### src/common/tob_pkg.sv
// Package for the trace observation port: widths, reset values and carrier types.
package tob_pkg;

  localparam int          TOB_ADDR_W      = 32;
  localparam int          TOB_DATA_W      = 32;
  localparam logic [1:0]  TOB_SIZE_BYTE   = 2'h0;
  localparam logic [1:0]  TOB_SIZE_HALF   = 2'h1;
  localparam logic [1:0]  TOB_SIZE_WORD   = 2'h2;
  localparam logic [31:0] TOB_ADDR_RST    = 32'h0000_0000;
  localparam logic [31:0] TOB_DATA_RST    = 32'h0000_0000;
  localparam logic [31:0] TOB_CTX_RST     = 32'h0000_0000;
  localparam logic [31:0] TOB_SEQ_STEP_W  = 32'h0000_0004;
  localparam logic [31:0] TOB_SEQ_STEP_H  = 32'h0000_0002;
  localparam int          TOB_SYNC_STAGES = 2;

  // Core-side view of one pipeline cycle, sampled on sys_clk.
  typedef struct packed {
    logic        mem_req_next;
    logic [31:0] next_addr;
    logic        exec_skip;
    logic        cop_instr;
    logic        opcode_fetch;
    logic        write;
    logic [1:0]  size;
    logic        debug_state;
    logic [31:0] data;
    logic        abort;
    logic        big_endian;
    logic        compressed;
  } tob_core_t;

  // Trace bundle as it leaves the block.
  typedef struct packed {
    logic        mem_request_n;
    logic        sequential_addr;
    logic        not_executed;
    logic        cop_instr_n;
    logic [31:0] addr_bus;
    logic        opcode_fetch_n;
    logic        write_not_read;
    logic [1:0]  access_size;
    logic        debug_ack;
    logic [31:0] data_bus;
    logic        access_abort;
  } tob_trace_t;

  localparam tob_trace_t TOB_TRACE_RST = '{
    mem_request_n:   1'b1,
    sequential_addr: 1'b0,
    not_executed:    1'b0,
    cop_instr_n:     1'b1,
    addr_bus:        TOB_ADDR_RST,
    opcode_fetch_n:  1'b1,
    write_not_read:  1'b0,
    access_size:     TOB_SIZE_WORD,
    debug_ack:       1'b0,
    data_bus:        TOB_DATA_RST,
    access_abort:    1'b0
  };

endpackage

### src/design/tob_trace_port.sv
// Trace observation port: retimed processor activity for an external trace unit.
//
// Operation
// - Drive memory request low when an access is needed next cycle.
// - Flag sequential when next address equals last, or last plus four/two.
// - Raise not-executed while the execute-stage instruction is skipped.
// - Hold coprocessor-instruction low while one executes, awaiting absent/busy.
// - Present retimed 32-bit address bus.
// - Opcode-fetch low on instruction fetch, high on data transfer.
// - Write-not-read high for writes, low for reads.
// - Trace clock is the inverse of the coprocessor clock.
// - Clock gate latches the wait qualifier, changing as the high phase starts.
// - Clock gate stays stable through the following low phase.
// - Access size 00 byte, 01 half, 10 word; never 11.
// - Debug acknowledge high in debug state, low in normal state.
// - Present retimed 32-bit data bus.
// - Raise abort when an access was disallowed.
// - Output buffered coprocessor absent.
// - Output buffered coprocessor busy.
// - Drive context identifier; pulse write strobe when it is written.
// - Endianness output high for big-endian, low for little-endian.
// - Instruction-state output high in compressed set, low in 32-bit set.
`timescale 1ns/1ps

module tob_trace_port
  import tob_pkg::*;
(
  input  wire logic        sys_clk,
  input  wire logic        rst,
  input  wire tob_core_t   core_in,
  input  wire logic        cop_interface_clock,
  input  wire logic        cop_clock_qualify_n,
  input  wire logic        cop_absent_in,
  input  wire logic        cop_busy_in,
  input  wire logic [31:0] context_wdata,
  input  wire logic        context_we,
  output tob_trace_t       trace_out,
  output logic             trace_clock_out,
  output logic             trace_clock_gate,
  output logic             trace_cop_absent,
  output logic             trace_cop_busy,
  output logic [31:0]      trace_context_ident,
  output logic             trace_context_ident_wr,
  output logic             big_endian_cfg,
  output logic             compressed_isa_state
);

  // Positions of the coprocessor-side pins in the synchroniser vector.
  localparam int PIN_CLK  = 0;
  localparam int PIN_QUAL = 1;
  localparam int PIN_ABS  = 2;
  localparam int PIN_BUSY = 3;
  localparam int PIN_N    = 4;

  // ------------------------------------------------------------------------
  // Pin synchronisers.
  // ------------------------------------------------------------------------

  // Every coprocessor pin is asynchronous to sys_clk and passes two
  // flip-flops before any logic looks at it. Only the last stage is read
  // outside the loop, so a metastable first stage never fans out.
  logic [PIN_N-1:0] pin_raw;
  logic [PIN_N-1:0] pin_sync;

  assign pin_raw[PIN_CLK]  = cop_interface_clock;
  assign pin_raw[PIN_QUAL] = cop_clock_qualify_n;
  assign pin_raw[PIN_ABS]  = cop_absent_in;
  assign pin_raw[PIN_BUSY] = cop_busy_in;

  for (genvar g = 0; g < PIN_N; g++) begin : g_pin_sync
    logic [TOB_SYNC_STAGES-1:0] stage_q;
    logic [TOB_SYNC_STAGES-1:0] stage_d;

    always_comb begin
      stage_d = {stage_q[TOB_SYNC_STAGES-2:0], pin_raw[g]};
    end

    always_ff @(posedge sys_clk or posedge rst) begin
      if (rst) begin
        stage_q <= '0;
      end else begin
        stage_q <= stage_d;
      end
    end

    assign pin_sync[g] = stage_q[TOB_SYNC_STAGES-1];
  end

  // ------------------------------------------------------------------------
  // Coprocessor clock edge detector.
  // ------------------------------------------------------------------------

  // The previous value resets low, the same level the synchronised clock
  // holds in reset, so no false rising edge follows the release of reset.
  logic cclk_prev_q;
  logic cclk_prev_d;
  logic cclk_rise;

  always_comb begin
    cclk_prev_d = pin_sync[PIN_CLK];
  end

  always_ff @(posedge sys_clk or posedge rst) begin
    if (rst) begin
      cclk_prev_q <= 1'b0;
    end else begin
      cclk_prev_q <= cclk_prev_d;
    end
  end

  assign cclk_rise = pin_sync[PIN_CLK] & ~cclk_prev_q;

  // ------------------------------------------------------------------------
  // Trace clock and its gate.
  // ------------------------------------------------------------------------

  // Phase two is the high phase of the coprocessor clock. The gate is
  // reloaded only on its rising edge, so it cannot move during the low
  // phase that follows. Both the clock copy and the gate see the same
  // synchroniser delay, which keeps them aligned with each other; the
  // price is a fixed lag of about three sys_clk periods behind the pin.
  logic tclk_q;
  logic tclk_d;
  logic gate_q;
  logic gate_d;

  always_comb begin
    tclk_d = ~pin_sync[PIN_CLK];
    gate_d = gate_q;
    if (cclk_rise) begin
      gate_d = pin_sync[PIN_QUAL];
    end
  end

  always_ff @(posedge sys_clk or posedge rst) begin
    if (rst) begin
      tclk_q <= 1'b1;
      gate_q <= 1'b0;
    end else begin
      tclk_q <= tclk_d;
      gate_q <= gate_d;
    end
  end

  // ------------------------------------------------------------------------
  // Memory request and sequential address flag.
  // ------------------------------------------------------------------------

  // The sequential flag compares against the last address for which a
  // request was made; idle cycles leave that address untouched, so a
  // request that resumes after a gap can still be flagged sequential.
  logic        req_n_q;
  logic        req_n_d;
  logic        seq_q;
  logic        seq_d;
  logic [31:0] last_addr_q;
  logic [31:0] last_addr_d;
  logic [31:0] step;

  always_comb begin
    step        = core_in.compressed ? TOB_SEQ_STEP_H : TOB_SEQ_STEP_W;
    req_n_d     = ~core_in.mem_req_next;
    seq_d       = 1'b0;
    last_addr_d = last_addr_q;
    if (core_in.mem_req_next) begin
      // The sum wraps at the top of the address space on purpose.
      seq_d       = (core_in.next_addr == last_addr_q) ||
                    (core_in.next_addr == 32'(last_addr_q + step));
      last_addr_d = core_in.next_addr;
    end
  end

  always_ff @(posedge sys_clk or posedge rst) begin
    if (rst) begin
      req_n_q     <= TOB_TRACE_RST.mem_request_n;
      seq_q       <= TOB_TRACE_RST.sequential_addr;
      last_addr_q <= TOB_ADDR_RST;
    end else begin
      req_n_q     <= req_n_d;
      seq_q       <= seq_d;
      last_addr_q <= last_addr_d;
    end
  end

  // ------------------------------------------------------------------------
  // Cycle qualifiers.
  // ------------------------------------------------------------------------

  logic       nexec_q;
  logic       nexec_d;
  logic       cpi_n_q;
  logic       cpi_n_d;
  logic       opc_n_q;
  logic       opc_n_d;
  logic       wnr_q;
  logic       wnr_d;
  logic [1:0] size_q;
  logic [1:0] size_d;
  logic       dbg_q;
  logic       dbg_d;
  logic       abort_q;
  logic       abort_d;

  always_comb begin
    nexec_d = core_in.exec_skip;
    cpi_n_d = ~core_in.cop_instr;
    opc_n_d = ~core_in.opcode_fetch;
    wnr_d   = core_in.write;
    // The reserved code is folded onto word so it never reaches the pins.
    // A trace unit therefore cannot tell a stray reserved code from a word.
    if (core_in.size == 2'h3) begin
      size_d = TOB_SIZE_WORD;
    end else begin
      size_d = core_in.size;
    end
    dbg_d   = core_in.debug_state;
    abort_d = core_in.abort;
  end

  always_ff @(posedge sys_clk or posedge rst) begin
    if (rst) begin
      nexec_q <= TOB_TRACE_RST.not_executed;
      cpi_n_q <= TOB_TRACE_RST.cop_instr_n;
      opc_n_q <= TOB_TRACE_RST.opcode_fetch_n;
      wnr_q   <= TOB_TRACE_RST.write_not_read;
      size_q  <= TOB_TRACE_RST.access_size;
      dbg_q   <= TOB_TRACE_RST.debug_ack;
      abort_q <= TOB_TRACE_RST.access_abort;
    end else begin
      nexec_q <= nexec_d;
      cpi_n_q <= cpi_n_d;
      opc_n_q <= opc_n_d;
      wnr_q   <= wnr_d;
      size_q  <= size_d;
      dbg_q   <= dbg_d;
      abort_q <= abort_d;
    end
  end

  // ------------------------------------------------------------------------
  // Address and data buses.
  // ------------------------------------------------------------------------

  // One register stage on each bus; this is the only retiming the trace
  // path adds, so a trace unit sees every cycle exactly one clock late.
  logic [31:0] addr_q;
  logic [31:0] addr_d;
  logic [31:0] data_q;
  logic [31:0] data_d;

  always_comb begin
    addr_d = core_in.next_addr;
    data_d = core_in.data;
  end

  always_ff @(posedge sys_clk or posedge rst) begin
    if (rst) begin
      addr_q <= TOB_TRACE_RST.addr_bus;
      data_q <= TOB_TRACE_RST.data_bus;
    end else begin
      addr_q <= addr_d;
      data_q <= data_d;
    end
  end

  // ------------------------------------------------------------------------
  // Coprocessor handshake copies.
  // ------------------------------------------------------------------------

  // The absent copy resets high, but the synchroniser stages reset low, so
  // it drops one clock after reset, before any handshake has crossed.
  logic abs_q;
  logic abs_d;
  logic busy_q;
  logic busy_d;

  always_comb begin
    abs_d  = pin_sync[PIN_ABS];
    busy_d = pin_sync[PIN_BUSY];
  end

  always_ff @(posedge sys_clk or posedge rst) begin
    if (rst) begin
      abs_q  <= 1'b1;
      busy_q <= 1'b0;
    end else begin
      abs_q  <= abs_d;
      busy_q <= busy_d;
    end
  end

  // ------------------------------------------------------------------------
  // Process context identifier.
  // ------------------------------------------------------------------------

  // The identifier and its strobe move together, so a trace unit that
  // samples the bus on the strobe always sees the new value.
  logic [31:0] ctx_q;
  logic [31:0] ctx_d;
  logic        ctx_wr_q;
  logic        ctx_wr_d;

  always_comb begin
    ctx_d    = ctx_q;
    ctx_wr_d = context_we;
    if (context_we) begin
      ctx_d = context_wdata;
    end
  end

  always_ff @(posedge sys_clk or posedge rst) begin
    if (rst) begin
      ctx_q    <= TOB_CTX_RST;
      ctx_wr_q <= 1'b0;
    end else begin
      ctx_q    <= ctx_d;
      ctx_wr_q <= ctx_wr_d;
    end
  end

  // ------------------------------------------------------------------------
  // Configuration levels.
  // ------------------------------------------------------------------------

  logic bige_q;
  logic bige_d;
  logic comp_q;
  logic comp_d;

  always_comb begin
    bige_d = core_in.big_endian;
    comp_d = core_in.compressed;
  end

  always_ff @(posedge sys_clk or posedge rst) begin
    if (rst) begin
      bige_q <= 1'b0;
      comp_q <= 1'b0;
    end else begin
      bige_q <= bige_d;
      comp_q <= comp_d;
    end
  end

  // ------------------------------------------------------------------------
  // Output taps.
  // ------------------------------------------------------------------------

  // Outputs are taps on flip-flops only. Nothing here is read back by the
  // core, so attaching or leaving off a trace unit cannot change execution.
  assign trace_out.mem_request_n   = req_n_q;
  assign trace_out.sequential_addr = seq_q;
  assign trace_out.not_executed    = nexec_q;
  assign trace_out.cop_instr_n     = cpi_n_q;
  assign trace_out.addr_bus        = addr_q;
  assign trace_out.opcode_fetch_n  = opc_n_q;
  assign trace_out.write_not_read  = wnr_q;
  assign trace_out.access_size     = size_q;
  assign trace_out.debug_ack       = dbg_q;
  assign trace_out.data_bus        = data_q;
  assign trace_out.access_abort    = abort_q;

  assign trace_clock_out        = tclk_q;
  assign trace_clock_gate       = gate_q;
  assign trace_cop_absent       = abs_q;
  assign trace_cop_busy         = busy_q;
  assign trace_context_ident    = ctx_q;
  assign trace_context_ident_wr = ctx_wr_q;
  assign big_endian_cfg         = bige_q;
  assign compressed_isa_state   = comp_q;

endmodule // tob_trace_port
### config.mk
export PLATFORM = sky130hd
export DESIGN_NAME = tob_trace_port
export DESIGN_NICKNAME = d
export VERILOG_FILES = /design/src/common/tob_pkg.sv /design/src/design/tob_trace_port.sv
export SDC_FILE = /design/constraint.sdc
export NUM_CORES = 1
export LEC_CHECK = 0
export BUFFER_PORTS_ARGS = -buffer_cell sky130_fd_sc_hd__buf_2
export CORE_UTILIZATION = 40
export DETAILED_ROUTE_END_ITERATION = 7
export GPL_ROUTABILITY_DRIVEN = 1
export PLACE_DENSITY = 0.67
export SLEW_MARGIN = 5
export SYNTH_ARGS = -nofsm -noshare
export SYNTH_HDL_FRONTEND = slang
export SYNTH_SLANG_ARGS = --single-unit
export TNS_END_PERCENT = 100
### constraint.sdc
create_clock -name sys_clk -period 5.55 [get_ports sys_clk]
set_clock_uncertainty 0.15 [all_clocks]
set_input_delay 0.8325 -clock sys_clk [delete_from_list [all_inputs] [get_ports sys_clk]]
set_output_delay 0.8325 -clock sys_clk [all_outputs]
set_load 0.01 [all_outputs]
=== Word-level counts from Yosys, hierarchy flattened ===
Cells that the tools add are included.

* Flip-flop bits (word level): 154
* Word-level logic and storage cells: 39
* Output and inout bits: 113
* Input port bits: 114

* Equality and inequality tests: 3
* Bitwise logic cells: 6
* Multiplexer cells: 3
* Reductions and logical operators: 1
* Add/subtract/negate cells: 1

{| class="wikitable"
|+ Operator list
! operator !! number
|-
| $eq 32x32->1 || 2
|-
| $add 32x3->32 || 1
|-
| $not 1->1 || 5
|-
| $mux 3 || 1
|-
| $eq 2x2->1 const B || 1
|-
| $mux 2 || 1
|-
| $and 1x1->1 || 1
|-
| $logic_or 1x1->1 || 1
|-
| $mux 1 || 1
|}

=== Longest topological paths before layout ===
* Word-level depth: 5
* Depth in mapped cells: 11
* Depth with buffers taken out: 10

=== Worst setup path after synthesis ===
No wires, ideal clock.

* Kind: input port to flip-flop
* Start point: input core_in[0] (netlist bit)
* End point: register seq_q
* Path buffers: 1
* Required time: 5.308 ns
* Setup time: 0.092 ns
* Stages: 11
* Arrival time: 3.304 ns
* Path slack: 2.005 ns
* Path through: ha_1 inv_1 fa_1 nand3b_2 or4_1 buf_2 or3_1 xnor2_1 a211oi_1 o22ai_1 o31ai_2

* Word-level cells in the longest chain between the ends: 5

{| class="wikitable"
|+ Ends and longest elaborated chain
! item !! line !! text
|-
| start: declaration || tob_trace_port.sv:30 || <nowiki>input wire tob_core_t core_in,</nowiki>
|-
| $mux 3 || tob_trace_port.sv:161 || <nowiki>step = core_in.compressed ? TOB_SEQ_STEP_H : TOB_SEQ_STEP_W;</nowiki>
|-
| $add 32x3->32 || tob_trace_port.sv:168 || <nowiki>(core_in.next_addr == 32'(last_addr_q + step));</nowiki>
|-
| $eq 32x32->1 || tob_trace_port.sv:168 ||
|-
| $logic_or 1x1->1 || tob_trace_port.sv:167 || <nowiki>seq_d = (core_in.next_addr == last_addr_q) ||</nowiki>
|-
| $mux 1 || tob_trace_port.sv:165 || <nowiki>if (core_in.mem_req_next) begin</nowiki>
|-
| via seq_d || tob_trace_port.sv:155 || <nowiki>logic seq_d;</nowiki>
|-
| end signal: assignment || tob_trace_port.sv:176 || <nowiki>seq_q <= TOB_TRACE_RST.sequential_addr;</nowiki>
|-
| end signal: assignment || tob_trace_port.sv:180 || <nowiki>seq_q <= seq_d;</nowiki>
|-
| end: declaration || tob_trace_port.sv:154 || <nowiki>logic seq_q;</nowiki>
|}

The timed path passes the listed nets, and every way through them passes these cells.
A chain may end at the register's enable or synchronous reset.

=== Final worst setup path ===
Ends and elaborated chain as after synthesis.

==> results.md <==
- Synth Area in Compound Gates: 3.65%
- Yosys top cell area share: between 60% and 70%
- TritonCTS Sinks: 154
- Leakage Power: 0.00364 uW
- Routed length per placed instance: roughly 16 um
- Worst hold slack: 0.200 ns
- DRT Pass-1 Iters: 4
- Final total power: 2700 uW
- Max Freq: 283 MHz
- Synth Area in Adders: less than 1%
- Combinational fraction of design power: 12.7%
- Yosys warning count: 0
- Area growth from synthesis to final layout: 30.9%
- Initial Util: 41.1%
- DR vias: between 4000 and 5000
- Syn_nets: approximately 550
- GR Util met3: roughly 4.9%
- Cells after synthesis: 429
- Met2 usage: about a third
- Post-route setup slack: between 2 and 2.5 ns
- Pin count of the biggest net entering global routing: 110
- Total GRT Usage: between 15 and 20%
- Chip height: 124 um
- Slew HR: about 36%
- Worst Setup Start Kind: input pin
- DRC viols: 0
- Hold-fix buffers at CTS: 0
- Netlist cell types: 48
- Grt met1 use: between 20% and 30%
- Post-synth EDFFs: 0
- Pint: between 1500 and 2000 uW
- Final TNS setup: 0 ns
- First-pass GRT wire length: 20700 um
- Slew Limit Fails: 0
- Share of synthesized area spent on multiplexers: 11.5%
- Initial DRC count: ~210
- Reg power frac: between 40% and 50%
- Number of buffers and inverters on the critical path: 2
- Critical path arrival: 3.71 ns
- XOR/XNOR Fraction of Synth Area: 6.90%
- Worst EP required: 5.73 ns
- CTS tree: built
- Critical path's largest stage delay: 0.66 ns
- CTS resizes: 0
- Die width: 124 um
- Site Rows: 44
- CTS clk-pin slew, worst paths: 0.07 ns
- Run status: completed
- Maximum VDD drop: 0.182 mV
- Final nets: 770
- Fin crit period: 3.53 ns
- Largest family of logic cells by synthesized area: multiplexers
- Vias per cell: approximately 4.9
- GPL Wtd Cong: between 0.8 and 0.9
- Synthesized area: 5970 um^2
- Max cap viols: 0
- Final wirelength: 13800 um
- CP max FO: 6
- GR peak layer: met2
- PwrDens: 346 nW/um^2
- Area leader, netlist: dfrtp_1
- Seq cells post-synth: 154
- Seq/Total Area, Yosys: 64.7%
- Net switching power: 745 uW
- Syn_area_per_cell: 13.9 um^2
- Global route total overflow: 0
- CP delay by family, top: simple AND/OR/NAND/NOR gates
- DIE AREA: 15400 um^2
- CTS Buf Count: 17
- Total I/O pin count: 227
- Switching share of power: 27.5%
- Clk_lat worst skew: 0.42 ns
- Postcts setup bufs: 0
- Asr flop ratio synth: 100%
- # H-tree levels: 4
- Layout cells sized above 1: between 50% and 60%
- Critical-path cell list: buf_2, ha_1, inv_1, fa_1, nand3b_2, or4_1, or3_1, xnor2_1, a211oi_1, o22ai_1, o31ai_2
- Vias in the first global route: 4130
- IO Port Bufs: ~230
- Hold Path Class: reg2reg
- Max clock buf depth: 2
- Crit path kind: in2reg
- Crit path capture type: flop
- Setup-failing EPs final: 0
- Worst Max-Slew Pin Slew: 0.961 ns
- Initial antenna violation count: 1
- Synth top area cells: dfrtp_1 62%, mux2_2 11%, xnor2_1 3.8%, xor2_1 3.1%, dfstp_2 2.6%
- Clock share of power: 40.8%
- Antenna Violating Nets Remaining: 0
- Fin. Hold Viols: 0
- CP max-delay cell: or4_1
- Setup WS pre-CTS: 1.58 ns
- Core area: 14500 um^2
- Final Cycle Share: 63.7%
- Post-Synth Simple-Gate Area: 9.71%
- Synth Flop Type: dfrtp_1
- DP HPWL: 10400 um
- RSZ-0062 raised after global routing: false
- Root buf cell: clkbuf_16
flip-flops by register name (all words and copies together) (netlist names):
register / cells
abort_q: 1
addr_q: 32
big_endian_cfg: 1
cclk_prev_q: 1
compressed_isa_state: 1
cpi_n_q: 1
data_q: 32
dbg_q: 1
g_pin_sync.stage_q: 8
last_addr_q: 32
nexec_q: 1
opc_n_q: 1
req_n_q: 1
seq_q: 1
size_q: 2
trace_clock_gate: 1
trace_clock_out: 1
trace_context_ident: 32
trace_context_ident_wr: 1
trace_cop_absent: 1
trace_cop_busy: 1
wnr_q: 1
final cells by class:
cell class,count,area [um^2]
Antenna cell,1,2.50
Inverter,13,53.8
Timing Repair Buffer,228,1150
Tap cell,184,230
Clock buffer,17,425
Fill cell,1267,6720
Sequential cell,154,3860
Clock inverter,15,154
Multi-Input combinational cell,239,1940
worst reg2reg max path: cells and delay by family (launching register included):
family,cells,cell delay (ns)
compound gates,3,0.57
xor+xnor,1,0.14
fa+ha+maj,2,0.59
buf+inv,1,0.05
flops,1,0.38
simple gates,3,1.40
logic make-up after synthesis:
group                    count (synthesis)
AND/OR/NAND/NOR                         96
buffers and inverters                   36
adder cells (fa/ha/maj)                  3
flip-flops                             154
AO/OA/AOI/OAI                           32
multiplexers                            61
XOR/XNOR                                47
synthesized netlist by cell type, types with 2 or more instances:
cell	count
and4_1	2
nand2_1	12
nand4_1	13
nor4b_1	5
nand2b_1	2
xnor2_1	26
o21ai_0	10
and3_1	5
nor3b_1	3
o31a_1	2
clkbuf_1	10
nor2b_1	5
a211oi_1	5
a21oi_1	6
buf_4	8
nand3_1	13
mux2_2	60
nor4_1	8
xor2_1	21
nor2_1	8
or4_1	2
inv_1	13
nor3_1	7
or3_1	3
buf_1	4
dfrtp_1	148
ha_1	2
dfstp_2	6
layer usage:
metal	share of wire, %	vias to the layer above
met5	0	-
met4	1.7	0
met3	6.8	23
met2	51	164
met1	41	2070
li1	-	1949
cells in the final DEF (no fill, tap or decap), types with 3 or more instances in the layout:
cell type,count
nand3_1,13
clkinv_8,3
nand4_1,13
inv_6,7
or3_1,3
dfstp_2,6
xnor2_1,26
nor4_1,8
o21ai_0,10
nor3b_1,3
and3_1,5
mux2_2,60
a21oi_1,6
buf_2,226
nor3_1,7
clkbuf_16,17
nor2b_1,5
dfrtp_1,148
nor4b_1,5
nand2_1,12
xor2_1,21
nor2_1,8
a211oi_1,5
inv_1,12
path summary, 6_finish.rpt:
kind,startpoint,endpoint,slack [ns],cells after the start
setup / recovery,core_in[0],seq_q,2.02,11
hold / removal,g_pin_sync[1].stage_q[0],g_pin_sync[1].stage_q[1],0.20,0
setup reg to reg,last_addr_q[1],seq_q,2.19,10
hold reg to reg,g_pin_sync[1].stage_q[0],g_pin_sync[1].stage_q[1],0.20,0
max in group asynchronous,rst,trace_context_ident[21],3.61,3
min in group asynchronous,rst,trace_context_ident[10],0.45,2
stage by stage:
stage / area, um^2 / utilization (%) / std cells
2_1_floorplan: 5970 / - / 429
3_3_place_gp: 7230 / 49.8 / 818
3_5_place_dp: 7230 / 49.8 / 818
4_1_cts: 7810 / 53.7 / 850
5_1_grt: 7810 / 53.7 / 850
6_report: 7810 / 53.8 / 851
power groups by stage:
| stage | Clock [uW] | Combinational (uW) | Sequential, uW |
|---|---|---|---|
| floorplan | 0 | 178 | 1290 |
| global placement | 0 | 344 | 1270 |
| detailed placement | 0 | 347 | 1280 |
| CTS | 1130 | 349 | 1260 |
| global route | 1190 | 381 | 1270 |
| finish | 1100 | 343 | 1260 |
No activity file was read; power rests on OpenSTA's default activity.
